[src/pkg/amfs_pkg.sv]
`default_nettype none
package amfs_pkg;

   localparam int N_CH      = 10;
   localparam int MAX_RAILS = 2;
   localparam int CLK_PS    = 5000;
   localparam int CYC_PER_US = 1000000 / CLK_PS;

   // Times as printed, then cycle counts at the pclk rate.
   localparam int T_ADC_NS       = 3840;
   localparam int ADC_CYC        = (T_ADC_NS * 1000 + CLK_PS - 1) / CLK_PS;
   localparam int T_VOUT_US      = 200;
   localparam int VOUT_CYC       = T_VOUT_US * CYC_PER_US;
   localparam int T_VIN_MS       = 1;
   localparam int VIN_CYC        = T_VIN_MS * 1000 * CYC_PER_US;
   localparam int T_TEMP_MS      = 100;
   localparam int TEMP_CYC       = T_TEMP_MS * 1000 * CYC_PER_US;
   localparam int T_HIZ_NS       = 5500;
   localparam int HIZ_CYC        = (T_HIZ_NS * 1000 + CLK_PS - 1) / CLK_PS;
   localparam int T_FLT_US       = 18;
   localparam int FLT_CYC        = T_FLT_US * CYC_PER_US;
   localparam int T_STORE_MS     = 10;
   localparam int STORE_STALL_CYC = T_STORE_MS * 1000 * CYC_PER_US;
   localparam int T_LOG_STALL_US = 550;
   localparam int LOG_STALL_CYC  = T_LOG_STALL_US * CYC_PER_US;
   localparam int T_TIMEOUT_MS   = 35;
   localparam int TIMEOUT_CYC    = T_TIMEOUT_MS * 1000 * CYC_PER_US;
   localparam int T_IDLE_MS      = 50;
   localparam int IDLE_CYC       = T_IDLE_MS * 1000 * CYC_PER_US;

   // Register byte offsets, then page numbers in address bits 7:6.
   localparam logic [7:0] REG_CTRL    = 8'h00;
   localparam logic [7:0] REG_STATUS  = 8'h04;
   localparam logic [7:0] REG_FILTER  = 8'h08;
   localparam logic [7:0] REG_RESP    = 8'h0C;
   localparam logic [1:0] REG_LIMIT_PAGE  = 2'h1;
   localparam logic [1:0] REG_RESULT_PAGE = 2'h2;

   // Field positions.
   localparam int CTRL_RAILS2_BIT = 0;
   localparam int CTRL_EN_LSB     = 1;
   localparam int CTRL_DRV_LSB    = 3;
   localparam int ST_WARN_LSB     = 10;
   localparam int ST_SHUT_LSB     = 20;
   localparam int ST_TO_BIT       = 22;
   localparam int ST_IDLE_BIT     = 23;
   localparam int LIM_WARN_LSB    = 12;
   localparam int LIM_UNDER_BIT   = 24;
   localparam int LIM_GAIN_LSB    = 25;

   // Reset values, then the driver setting that floats the output.
   localparam logic [10:0] CTRL_RST   = 11'h007;
   localparam logic [3:0]  FILTER_RST = 4'h2;
   localparam logic [19:0] RESP_RST   = 20'h55555;
   localparam logic [31:0] LIMIT_RST  = 32'h80FF_FFFF;
   localparam logic [7:0]  DRV_HIZ    = 8'h01;

   // Channel classes: 0/2 output voltage, 1/3 output current, then shared.
   localparam logic [9:0] VOUT_MASK = 10'h005;
   localparam logic [9:0] IOUT_MASK = 10'h00A;
   localparam logic [9:0] VIN_MASK  = 10'h010;
   localparam logic [9:0] IIN_MASK  = 10'h020;
   localparam logic [9:0] SLOW_MASK = 10'h3C0;
   localparam logic [9:0] CUR_MASK  = 10'h02A;
   localparam logic [9:0] ONE_RAIL_MASK = 10'h3F3;

   typedef enum logic [1:0] {RESP_IGNORE, RESP_SHUT_RAIL, RESP_SHUT_ALL, RESP_SPARE} amfs_resp_t;

   typedef struct packed {
      logic        psel;
      logic        penable;
      logic        pwrite;
      logic [7:0]  paddr;
      logic [31:0] pwdata;
   } amfs_apb_req_t;

   typedef struct packed {
      logic [31:0] prdata;
      logic        pready;
      logic        pslverr;
   } amfs_apb_rsp_t;

   typedef struct packed {
      logic [3:0]              slot;
      logic [9:0]              adc_tmr;
      logic                    adc_start;
      logic [3:0]              adc_ch;
      logic [N_CH-1:0][11:0]   hold;
      logic [N_CH-1:0][15:0]   avg;
      logic [24:0]             t_vout;
      logic [24:0]             t_ms;
      logic [24:0]             t_slow;
      logic                    rail_tick;
      logic [N_CH-1:0]         due;
      logic [24:0]             stall;
      logic [N_CH-1:0]         fault_det;
      logic [MAX_RAILS-1:0]    act_rails;
      logic [10:0]             ctrl;
      logic [3:0]              filt;
      logic [19:0]             resp;
      logic [N_CH-1:0][31:0]   limit;
      logic [N_CH-1:0]         fault_st;
      logic [N_CH-1:0]         warn_st;
      logic                    to_st;
      logic                    idle_st;
      logic [MAX_RAILS-1:0]    shut;
      logic [MAX_RAILS-1:0]    hiz;
      logic [MAX_RAILS-1:0][10:0] hiz_cnt;
      logic [MAX_RAILS-1:0]    pwm_en;
      logic [5:0][2:0]         sync;
      logic [5:0]              lvl;
      logic [24:0]             low_cnt;
      logic [24:0]             high_cnt;
      logic                    bus_abort;
      logic                    bus_idle_reset;
      amfs_apb_rsp_t           apb;
   } amfs_state_t;

endpackage
`default_nettype wire

[src/hdl/amfs_supervisor.sv]
// Operation
// - Endless sequence over rail and shared channels.
// - Samples per pass equal twice rails plus six.
// - Each conversion lasts 3.84 microseconds.
// - Scale averaged results, compare fault and warning.
// - Check timers run apart from the sequencer.
// - Output voltage checked every 200 microseconds.
// - Output current checked every 200 us times rails.
// - Input voltage and current checked every millisecond.
// - Temperatures and auxiliary inputs checked every 100 ms.
// - Detected fault: look up response, decide, execute.
// - Voltage fault answered within 250 or 800 us.
// - Voltage fault while logging within 800 or 1000 us.
// - Voltage fault during ramp within 400 us.
// - Current fault answered within 100+600*rails us.
// - Current fault while logging within 600+600*rails us.
// - Driver setting 0x01 floats output 5.5 us after shutdown.
// - Full configuration save delays detection 10 ms at most.
// - Currents pass a smoothing average before comparison.
// - External fault pin disables output within 18 us.
// - Current comparator disables output within five cycles.
// - Bus clock low over 35 ms abandons transaction.
// - Bus idle high over 50 ms resets transaction.
`timescale 1ns/1ps
`default_nettype none
module amfs_supervisor #(
   parameter int VOUT_CYCLES    = amfs_pkg::VOUT_CYC,
   parameter int VIN_CYCLES     = amfs_pkg::VIN_CYC,
   parameter int TEMP_CYCLES    = amfs_pkg::TEMP_CYC,
   parameter int STORE_STALL    = amfs_pkg::STORE_STALL_CYC,
   parameter int LOG_STALL      = amfs_pkg::LOG_STALL_CYC,
   parameter int TIMEOUT_CYCLES = amfs_pkg::TIMEOUT_CYC,
   parameter int IDLE_CYCLES    = amfs_pkg::IDLE_CYC
) (
   input  wire logic                            pclk,
   input  wire logic                            presetn,
   input  wire logic                            ce,
   input  wire amfs_pkg::amfs_apb_req_t         apb_req,
   output var  amfs_pkg::amfs_apb_rsp_t         apb_rsp,
   input  wire logic [11:0]                     adc_data,
   output logic                                 adc_start,
   output logic [3:0]                           adc_channel,
   input  wire logic                            nvm_logging,
   input  wire logic                            nvm_store_all,
   input  wire logic [amfs_pkg::MAX_RAILS-1:0]  fault_pin,
   input  wire logic [amfs_pkg::MAX_RAILS-1:0]  cs_comparator,
   input  wire logic                            bus_clk_in,
   input  wire logic                            bus_data_in,
   output logic [amfs_pkg::MAX_RAILS-1:0]       pulse_width_output_en,
   output logic [amfs_pkg::MAX_RAILS-1:0]       pulse_width_output_hiz,
   output logic                                 bus_abort,
   output logic                                 bus_idle_reset
);
   import amfs_pkg::*;

   amfs_state_t s_reg;
   amfs_state_t s_next;

   logic                  rails2;
   logic [9:0]            active;
   logic [3:0]            seq_len;
   logic                  slot_end;
   logic [N_CH-1:0]       over_f;
   logic [N_CH-1:0]       over_w;
   logic                  blocked;
   logic                  evaluate;
   logic [24:0]           stall_max;
   logic signed [16:0]    diff;
   logic [3:0]            shift;
   logic [3:0]            nxt_slot;
   logic [3:0]            ridx;
   logic                  acc;
   logic                  hit;
   logic [31:0]           rdata;
   logic [1:0]            code;
   logic [MAX_RAILS-1:0]  ch_rails;
   logic [5:0]            pins;

   assign rails2   = s_reg.ctrl[CTRL_RAILS2_BIT];
   assign active   = rails2 ? 10'h3FF : ONE_RAIL_MASK;
   assign seq_len  = rails2 ? 4'hA : 4'h8;
   assign slot_end = (s_reg.adc_tmr == 10'(ADC_CYC - 1));
   assign ridx     = apb_req.paddr[5:2];
   assign acc      = apb_req.psel && apb_req.penable;
   assign pins     = {bus_data_in, bus_clk_in, cs_comparator, fault_pin};

   // Scaling to units and limit compare, one copy per channel.
   for (genvar c = 0; c < N_CH; c++)
   begin : g_cmp
      logic [11:0] meas;
      logic [18:0] prod;
      logic [12:0] conv;
      logic        under;
      assign meas  = s_reg.avg[c][15:4];
      assign prod  = meas * s_reg.limit[c][31:LIM_GAIN_LSB];
      assign conv  = prod[18:6];
      assign under = s_reg.limit[c][LIM_UNDER_BIT];
      assign over_f[c] = under ? (conv < {1'b0, s_reg.limit[c][11:0]})
                               : (conv > {1'b0, s_reg.limit[c][11:0]});
      assign over_w[c] = under ? (conv < {1'b0, s_reg.limit[c][23:LIM_WARN_LSB]})
                               : (conv > {1'b0, s_reg.limit[c][23:LIM_WARN_LSB]});
   end

   // Detection may be held off by nonvolatile writes, but only for a bounded time.
   assign blocked   = nvm_store_all || nvm_logging;
   assign stall_max = nvm_store_all ? 25'(STORE_STALL - 1) : 25'(LOG_STALL - 1);
   assign evaluate  = (|s_reg.due) && (!blocked || s_reg.stall >= stall_max);

   always_comb
   begin
      s_next = s_reg;
      diff = 17'sh0;
      shift = 4'h0;
      nxt_slot = 4'h0;
      hit = 1'b0;
      rdata = 32'h0;
      code = 2'h0;
      ch_rails = '0;

      // Conversion sequencer.
      s_next.adc_start = 1'b0;
      if (slot_end)
      begin
         s_next.adc_tmr = 10'h0;
         s_next.hold[s_reg.adc_ch] = adc_data;
         shift = CUR_MASK[s_reg.adc_ch] ? s_reg.filt : 4'h0;
         diff = $signed({1'b0, adc_data, 4'h0}) - $signed({1'b0, s_reg.avg[s_reg.adc_ch]});
         s_next.avg[s_reg.adc_ch] = s_reg.avg[s_reg.adc_ch] + 16'(diff >>> shift);
         nxt_slot = (s_reg.slot >= seq_len - 4'h1) ? 4'h0 : s_reg.slot + 4'h1;
         s_next.slot = nxt_slot;
         s_next.adc_ch = (nxt_slot < {rails2, 2'b10}) ? nxt_slot : nxt_slot + (rails2 ? 4'h0 : 4'h2);
         s_next.adc_start = 1'b1;
      end
      else
      begin
         s_next.adc_tmr = s_reg.adc_tmr + 10'h1;
      end

      // Monitor interval timers, free of the sequencer.
      if (evaluate)
      begin
         s_next.fault_st = s_reg.fault_st | (s_reg.due & active & over_f);
         s_next.warn_st = s_reg.warn_st | (s_reg.due & active & over_w);
         s_next.fault_det = s_reg.due & active & over_f;
         s_next.due = '0;
      end
      else
      begin
         s_next.fault_det = '0;
      end
      s_next.stall = ((|s_reg.due) && blocked && !evaluate) ? s_reg.stall + 25'h1 : 25'h0;

      if (s_reg.t_vout >= 25'(VOUT_CYCLES - 1))
      begin
         s_next.t_vout = 25'h0;
         s_next.due = s_next.due | VOUT_MASK;
         if (!rails2 || s_reg.rail_tick)
         begin
            s_next.due = s_next.due | IOUT_MASK;
         end
         s_next.rail_tick = rails2 && !s_reg.rail_tick;
      end
      else
      begin
         s_next.t_vout = s_reg.t_vout + 25'h1;
      end
      if (s_reg.t_ms >= 25'(VIN_CYCLES - 1))
      begin
         s_next.t_ms = 25'h0;
         s_next.due = s_next.due | VIN_MASK | IIN_MASK;
      end
      else
      begin
         s_next.t_ms = s_reg.t_ms + 25'h1;
      end
      if (s_reg.t_slow >= 25'(TEMP_CYCLES - 1))
      begin
         s_next.t_slow = 25'h0;
         s_next.due = s_next.due | SLOW_MASK;
      end
      else
      begin
         s_next.t_slow = s_reg.t_slow + 25'h1;
      end

      // Response lookup: each detected fault picks its rails from its code.
      s_next.act_rails = '0;
      for (int c = 0; c < N_CH; c++)
      begin
         code = s_reg.resp[2*c +: 2];
         ch_rails = (c < 2 * MAX_RAILS) ? MAX_RAILS'(1 << (c / 2)) : '1;
         if (s_reg.fault_det[c] && code == RESP_SHUT_RAIL)
         begin
            s_next.act_rails = s_next.act_rails | ch_rails;
         end
         else if (s_reg.fault_det[c] && code == RESP_SHUT_ALL)
         begin
            s_next.act_rails = '1;
         end
      end

      // Pin synchronisers: three stages, a change counts when stages two and three agree.
      for (int p = 0; p < 6; p++)
      begin
         s_next.sync[p] = {s_reg.sync[p][1:0], pins[p]};
         if (s_reg.sync[p][1] == s_reg.sync[p][2])
         begin
            s_next.lvl[p] = s_reg.sync[p][2];
         end
      end

      // Bus timeouts.
      s_next.bus_abort = 1'b0;
      s_next.bus_idle_reset = 1'b0;
      s_next.low_cnt = s_reg.lvl[4] ? 25'h0 : s_reg.low_cnt + ((s_reg.low_cnt < 25'(TIMEOUT_CYCLES)) ? 25'h1 : 25'h0);
      if (!s_reg.lvl[4] && s_reg.low_cnt == 25'(TIMEOUT_CYCLES - 1))
      begin
         s_next.bus_abort = 1'b1;
         s_next.to_st = 1'b1;
      end
      s_next.high_cnt = !(s_reg.lvl[4] && s_reg.lvl[5]) ? 25'h0
                        : s_reg.high_cnt + ((s_reg.high_cnt <= 25'(IDLE_CYCLES)) ? 25'h1 : 25'h0);
      if (s_reg.lvl[4] && s_reg.lvl[5] && s_reg.high_cnt == 25'(IDLE_CYCLES))
      begin
         s_next.bus_idle_reset = 1'b1;
         s_next.idle_st = 1'b1;
      end

      // APB slave: one wait state, writes take effect at the completing edge.
      if (apb_req.paddr == REG_CTRL)
      begin
         hit = 1'b1;
         rdata = {21'h0, s_reg.ctrl};
      end
      else if (apb_req.paddr == REG_STATUS)
      begin
         hit = 1'b1;
         rdata = {8'h0, s_reg.idle_st, s_reg.to_st, s_reg.shut, s_reg.warn_st, s_reg.fault_st};
      end
      else if (apb_req.paddr == REG_FILTER)
      begin
         hit = 1'b1;
         rdata = {28'h0, s_reg.filt};
      end
      else if (apb_req.paddr == REG_RESP)
      begin
         hit = 1'b1;
         rdata = {12'h0, s_reg.resp};
      end
      else if (apb_req.paddr[7:6] == REG_LIMIT_PAGE && apb_req.paddr[1:0] == 2'h0 && ridx < 4'(N_CH))
      begin
         hit = 1'b1;
         rdata = s_reg.limit[ridx];
      end
      else if (apb_req.paddr[7:6] == REG_RESULT_PAGE && apb_req.paddr[1:0] == 2'h0 && ridx < 4'(N_CH))
      begin
         hit = 1'b1;
         rdata = {s_reg.avg[ridx], 4'h0, s_reg.hold[ridx]};
      end

      s_next.apb.pready = 1'b0;
      if (acc && !s_reg.apb.pready)
      begin
         s_next.apb.pready = 1'b1;
         s_next.apb.prdata = apb_req.pwrite ? 32'h0 : rdata;
         s_next.apb.pslverr = !hit;
      end
      if (acc && s_reg.apb.pready && apb_req.pwrite && hit)
      begin
         if (apb_req.paddr == REG_CTRL)
         begin
            s_next.ctrl = apb_req.pwdata[10:0];
         end
         else if (apb_req.paddr == REG_STATUS)
         begin
            // Write one to clear; a flag set in this same cycle survives.
            s_next.fault_st = s_next.fault_st & ~(apb_req.pwdata[9:0] & ~(s_reg.due & active & over_f
                              & {N_CH{evaluate}}));
            s_next.warn_st = s_next.warn_st & ~(apb_req.pwdata[19:10] & ~(s_reg.due & active & over_w
                             & {N_CH{evaluate}}));
            s_next.to_st = s_next.to_st & ~(apb_req.pwdata[ST_TO_BIT] && !s_next.bus_abort);
            s_next.idle_st = s_next.idle_st & ~(apb_req.pwdata[ST_IDLE_BIT] && !s_next.bus_idle_reset);
            s_next.shut = s_reg.shut & ~apb_req.pwdata[ST_SHUT_LSB +: MAX_RAILS];
         end
         else if (apb_req.paddr == REG_FILTER)
         begin
            s_next.filt = apb_req.pwdata[3:0];
         end
         else if (apb_req.paddr == REG_RESP)
         begin
            s_next.resp = apb_req.pwdata[19:0];
         end
         else if (apb_req.paddr[7:6] == REG_LIMIT_PAGE)
         begin
            s_next.limit[ridx] = apb_req.pwdata;
         end
      end

      // Shutdown execution, hardware fault paths and output float timing.
      for (int r = 0; r < MAX_RAILS; r++)
      begin
         if (s_reg.act_rails[r] || s_reg.lvl[r] || (r == 0 && s_reg.lvl[2]) || (r == 1 && s_reg.lvl[3]))
         begin
            s_next.shut[r] = 1'b1;
         end
         if (!s_reg.shut[r])
         begin
            s_next.hiz_cnt[r] = 11'h0;
            s_next.hiz[r] = 1'b0;
         end
         else if (s_reg.hiz_cnt[r] < 11'(HIZ_CYC - 1))
         begin
            s_next.hiz_cnt[r] = s_reg.hiz_cnt[r] + 11'h1;
         end
         else
         begin
            s_next.hiz[r] = (s_reg.ctrl[CTRL_DRV_LSB +: 8] == DRV_HIZ);
         end
         s_next.pwm_en[r] = s_reg.ctrl[CTRL_EN_LSB + r] && !s_next.shut[r] && (r == 0 || rails2);
      end
   end

   always_ff @(posedge pclk or negedge presetn)
   begin
      if (!presetn)
      begin
         s_reg <= '0;
         s_reg.ctrl <= CTRL_RST;
         s_reg.filt <= FILTER_RST;
         s_reg.resp <= RESP_RST;
         s_reg.limit <= {N_CH{LIMIT_RST}};
         s_reg.lvl <= 6'h30;
         s_reg.sync <= {3'h7, 3'h7, 12'h000};
      end
      else if (ce)
      begin
         s_reg <= s_next;
      end
   end

   assign apb_rsp                = s_reg.apb;
   assign adc_start              = s_reg.adc_start;
   assign adc_channel            = s_reg.adc_ch;
   assign pulse_width_output_en  = s_reg.pwm_en;
   assign pulse_width_output_hiz = s_reg.hiz;
   assign bus_abort              = s_reg.bus_abort;
   assign bus_idle_reset         = s_reg.bus_idle_reset;

   // Helper for checks: cycles since the previous conversion start.
   logic [10:0] start_gap;
   always_ff @(posedge pclk or negedge presetn)
   begin
      if (!presetn)
      begin
         start_gap <= 11'h0;
      end
      else if (ce)
      begin
         start_gap <= adc_start ? 11'h1 : start_gap + 11'h1;
      end
   end

   localparam int FLT_LAT = 3;
endmodule
`default_nettype wire

[config.mk]
export PLATFORM = sky130hd
export DESIGN_NAME = amfs_supervisor
export DESIGN_NICKNAME = d
export VERILOG_FILES = /design/src/pkg/amfs_pkg.sv /design/src/hdl/amfs_supervisor.sv
export SDC_FILE = /design/constraint.sdc
export NUM_CORES = 2
export LEC_CHECK = 0
export BUFFER_PORTS_ARGS = -buffer_cell sky130_fd_sc_hd__buf_4
export CAP_MARGIN = 0
export CORE_ASPECT_RATIO = 1.1
export CORE_MARGIN = 2
export CORE_UTILIZATION = 50
export DETAILED_ROUTE_END_ITERATION = 12
export GPL_TIMING_DRIVEN = 0
export PLACE_DENSITY_LB_ADDON = 0.08
export SLEW_MARGIN = 0
export SYNTH_ARGS = -nofsm -noshare
export SYNTH_HDL_FRONTEND = slang
export SYNTH_SLANG_ARGS = --single-unit
[constraint.sdc]
create_clock -name pclk -period 10.85 [get_ports pclk]
set_input_delay 1.085 -clock pclk [delete_from_list [all_inputs] [get_ports pclk]]
set_output_delay 1.085 -clock pclk [all_outputs]
set_load 0.05 [all_outputs]
Yosys cells after proc, flatten, opt, wreduce, memory -nomap -nowiden
Memories as Yosys holds them, arrays and structs flattened.
Cells that the tools add are included.

word-level totals
  memory bits (read-only) = 16
  bits of input ports = 66
  memories kept = 1
  logic and storage cells = 413
  bits in registers = 937

operators by class
  magnitude comparators = 55
  reduce and logical (&&, ||, !) cells = 81
  eq/ne operators = 39
  shifts and indexed selects = 1
  multiplexer cells = 113
  multipliers = 10
  add/sub/neg operators = 14
  bitwise logic cells = 25

memories
  memory            depth  bits a word  rd ports  clocked after memory_dff  write ports  line                    RTL
  (name not given)  16     1            1         0                         0            amfs_supervisor.sv:126  shift = CUR_MASK[s_reg.adc_ch] ? s_reg.filt : 4'h0;

operators with widths
  kind                                           count
  bitwise mux 320 bit                            1
  two-way mux 32 bit                             9
  two-way mux 285 bit                            1
  > comparator 13 x 12 -> 1 bit                  20
  less-than comparator 13 x 12 -> 1 bit          20
  multiplier 12 x 7 -> 19 bit                    10
  bitwise mux 160 bit                            1
  two-way mux 25 bit                             6
  binary-select mux 16 bit (select 4 bit)        2
  binary-select mux 32 bit (select 4 bit)        1
  demux 32 bit (select 4 bit)                    1
  bitwise mux 120 bit                            1
  adder 25 x 1 -> 25 bit, second input constant  4
  AND 10 bit                                     9
  two-way mux 24 bit                             3
  demux 16 bit (select 4 bit)                    1
  adder 25 x 1 -> 25 bit                         2
  binary-select mux 12 bit (select 4 bit)        1
  demux 12 bit (select 4 bit)                    1
  two-way mux 16 bit                             3
  two-way mux 2 bit                              23
  two-way mux 11 bit                             4
  logical AND 1 bit                              43
  two-way mux 10 bit                             4
  other kinds (53)                               167

Logic depth before layout (Yosys ltp)
  word-level depth = 22
  gate-level depth with buffers = 32
  depth with buffers taken out = 27

Least setup slack after synthesis
OpenSTA, ideal clock, no wires.

  path type = register to register
  start = register s_reg[933] (netlist name)
  end = register s_reg (netlist bit g_cmp[0].meas[10])
  clock period less this slack = 8.147 ns
  required time = 10.725 ns
  setup slack = 2.703 ns
  path buffers = 5
  cell stages (with the launch flop) = 33
  arrival = 8.022 ns
  cell sequence = dfrtp_1 buf_6 clkbuf_1 buf_1 buf_1 mux4_2 mux2i_1 nor2_1 a221oi_1 ha_1 clkbuf_1 a21o_1 a21o_1 a221o_1 o21ai_0 o31ai_2 mux2i_1 a21oi_1 o31ai_1 mux2_2 mux2i_1 ha_1 fa_1 a21o_1 a21oi_1 o21bai_1 a21o_1 a21oi_1 o211ai_1 a31o_2 a21oi_1 xnor2_1 mux2_2

RTL lines
  what                  line                    RTL
  to (signal assigned)  amfs_supervisor.sv:337  s_reg <= s_next;
  to (decl)             amfs_supervisor.sv:56   amfs_state_t s_reg;

Worst setup path after layout
  start = register s_reg (netlist bit adc_channel[1])
  end = register s_reg (netlist bit g_cmp[1].meas[11])

between the ends
  longest elaborated chain between the ends = 6
  elaborated cells between the ends (all ways) = 14
  classes of those cells = add/sub (2); order compare (2); shift (1); mux (7); reduce/logical (1); memory (1)

ends and longest elaborated chain
  what                                                                                        line                                                                    RTL
  binary-select mux 16 bit (select 4 bit) / memory read (16 x 1 bit) (equally long branches)  -
  two-way mux 16 bit (not written as such) / two-way mux 1 bit (equally long branches)        amfs_supervisor.sv:127, amfs_supervisor.sv:128, amfs_supervisor.sv:126
  subtractor 16 x 16 -> 17 bit / two-way mux 4 bit (equally long branches)                    amfs_supervisor.sv:127, amfs_supervisor.sv:126
  >>> shifter 17 x 4 -> 16 bit                                                                amfs_supervisor.sv:128                                                  s_next.avg[s_reg.adc_ch] = s_reg.avg[s_reg.adc_ch] + 16'(diff >>> shift);
  adder 16 bit                                                                                amfs_supervisor.sv:128
  bitwise mux 160 bit (*)                                                                     amfs_supervisor.sv:128

Every way passes the cells marked *; elsewhere a longest branch is shown, timed or not. The select of a mux whose other input is x is not followed.
A chain may end at the register's enable or synchronous reset.

==> results.yml <==
placement:
  place_area_um2: 81170
  place_ws_ns: -1.001
  port_buffers: 99
  hpwl_mm: 223.7
  gp_congestion: 1.014
critical_path:
  required_ns: 11.43
  timing.rr.end: "g_cmp[1].meas[11]"
  critical_path_arrival_ns: 10.78
  crit_end: "g_cmp[1].meas[11]"
  cp-start-kind: "register"
  reg2reg_depth: 31
  critPathSlowestCell: "clkbuf_1"
  path_max_fanout: 10
  critPathKind: "reg2reg"
  crit_path_start: "adc_channel[1]"
  end_kind: "register"
  crit_path_max_incr_delay_ns: 0.58
  r2r_setup_slack_ns: 0.64
  crit_top_cell: "a21oi_1"
  worst_r2r_startpoint: "adc_channel[1]"
grt:
  grt_pass1_wl_mm: 406.6
  antenna_found_initial: 14
  grt_overflow_total: 0
  grt_max_degree: 121
  grt.total_usage: 0.3536
  grt_pass1_vias: 60250
yosys:
  synth.area.top_cells: "dfrtp_1 (21%), fa_1 (12%), ha_1 (10%)"
  synth-async-reset-ratio: 1.000
  yosys_warnings: 0
  yosysTopAreaCell: "dfrtp_1"
  synth_area_um2: 77320
  synth_most_common_cell: "inv_1"
  synth_common_cells: "inv_1 (789), nand2_1 (710), dfrtp_1 (659), and2_1 (651), ha_1 (647)"
  syn-instance-count: 7758
  post_synth_num_cell_types: 88
  avgSynthCellArea_um2: 9.966
  synth_top_area_frac: 0.2133
  seq_area_frac_synth: 0.3057
  synthFlopType: "dfrtp_1"
  syn_nets: 8952
  ys_ff_latch: 931
  synth_edf_count: 0
floorplanning:
  die_height_um: 416.4
  ios: 111
  core_area_um2: 153800
  rows: 151
  die_w_um: 378.9
  start_util: 0.5027
  dieArea_um2: 157800
route:
  first_pass_iters: 8
  wl_per_cell_um: 27.36
  vias: 60560
  viasPerCell: 5.965
  drt_wl_total_mm: 277.7
  antenna_left: 0
  first_iter_violations: 5148
  drcViolationCount: 0
layout:
  fin_area_um2: 85060
  drive_above_1_share: 0.1647
  multi_input_area_um2: 49030
  largest_reg_flops: 742
  ff_latch_area_um2: 23640
  area_growth_syn_to_layout_pct: 10.01
  nets: 9180
  fill_cells: 13960
clock_tree:
  h-tree-depth: 3
  clock_latency_ns: 0.76
  cts_buffer_depth: 3
  clock_sinks: 931
  cts_inserted_buffers: 109
  cts_tree: "yes"
  cts-root-buf: "clkbuf_16"
  path_clk_slew_ns: 0.06
  ctsHoldBuffers: 0
timing:
  post-route-min-period_ns: 10.21
  clock.fmax_mhz: 97.98
  hold_viol_final: 0
  finClkSkew_ns: 0.04681
  setup_slack_ns: 0.6440
  period_share: 0.9406
  relSlewSlack: -0.02188
  timing.final.max_slew_violations: 22
  rsz0062_at_grt: "no"
  setup-violations-final: 0
  fin_setup_tns_ns: 0
  whs_ns: 0.3893
  worst_slew_pin_slew_ns: 1.533
pwr:
  peakVddDrop_uv: 120.5
  cellLeakagePower_uw: 0.04178
  powerDensity_nw_per_um2: 98.40
run:
  maxCapViolCount: 3
hold_path:
  hp-class: "in2async"
status:
  outcome: "complete, but fails checks"
  violations: "capacitance limit, slew limit"
-- layout make-up --
class                           count  area share
Antenna cell                        7   0.0002059
Buffer                            428     0.02133
Clock buffer                      156     0.03711
Clock inverter                     49    0.007929
Inverter                          789     0.03482
Multi-Input combinational cell   5608      0.5765
Sequential cell                   931      0.2779
Tap cell                         2065     0.03038
Timing Repair Buffer              119     0.01383
-- per-stage QoR --
step / total power, uW / cells / util
3_3_place_gp: 4418 / 9922 / 0.5244
2_1_floorplan: 4101 / 7758 / -
5_1_grt: 8630 / 10150 / 0.5530
3_5_place_dp: 4464 / 9942 / 0.5278
6_report: 8370 / 10150 / 0.5531
4_1_cts: 8403 / 10150 / 0.5528
-- power breakdown --
group          leakage, uW  internal, uW  switching, uW
combinational       0.0280           229            485
clock              0.00186          2320           1630
sequential          0.0119          3590            117
-- cell usage in the layout (no fill, tap or decap), drive strengths merged, types with 140 or more instances in the layout --
cell type / instances
mux4: 149
clkbuf: 423
a21oi: 217
mux2: 495
xor2: 140
o21ai: 382
dfrtp: 659
nor2: 393
and2: 652
dfstp: 272
fa: 481
ha: 647
inv: 795
buf: 279
nand2: 710
-- how the worst min path moves through the flow --
stage                     from          to  slack [ns]  cells after the start
global route           presetn  s_reg[586]        0.43                      1
finish                 presetn  s_reg[586]        0.39                      1
global placement    s_reg[155]  s_reg[155]        0.45                      1
CTS                    presetn  s_reg[581]        0.40                      1
floorplan           s_reg[138]  s_reg[138]        0.44                      2
detailed placement  s_reg[929]  s_reg[929]        0.46                      1
-- per-layer routing --
metal | up-vias | part of all wire | wire [um] | global-route usage
met4 | 2 | 0.071 | 19730 | 0.2070
li1 | 26920 | - | - | -
met2 | 2302 | 0.43 | 120600 | 0.5329
met5 | - | 0.000050 | 14 | 0
met3 | 597 | 0.082 | 22680 | 0.07622
met1 | 30740 | 0.41 | 114700 | 0.4690
-- kinds of logic after synthesis --
group           Yosys count  share of synthesized area
compound gates         1129                    0.09402
xor+xnor                260                    0.02965
fa+ha+maj              1128                     0.2292
buf+inv                1219                    0.06169
flops                   931                     0.3057
mux                     716                     0.1249
simple gates           2375                     0.1548
-- repair_timing --
item / CTS / global route
setup buffers: 0 / 0
resized for setup: 6 / 4
pin swaps: 0 / 1
endpoints found under the setup margin: 68 / 11
-- worst max-delay path, delay by kind of cell (launching register included) --
| family | cells | cell delay (ns) |
|---|---|---|
| AOI/OAI and AO/OA | 17 | 5.00 |
| xor gates and xnor gates | 1 | 0.48 |
| adders and majority gates | 2 | 0.62 |
| buffers and inverters | 5 | 1.49 |
| DFF | 1 | 0.35 |
| muxes | 5 | 1.97 |
| and+or+nand+nor | 1 | 0.11 |
Power figures use the tool's default switching activity.
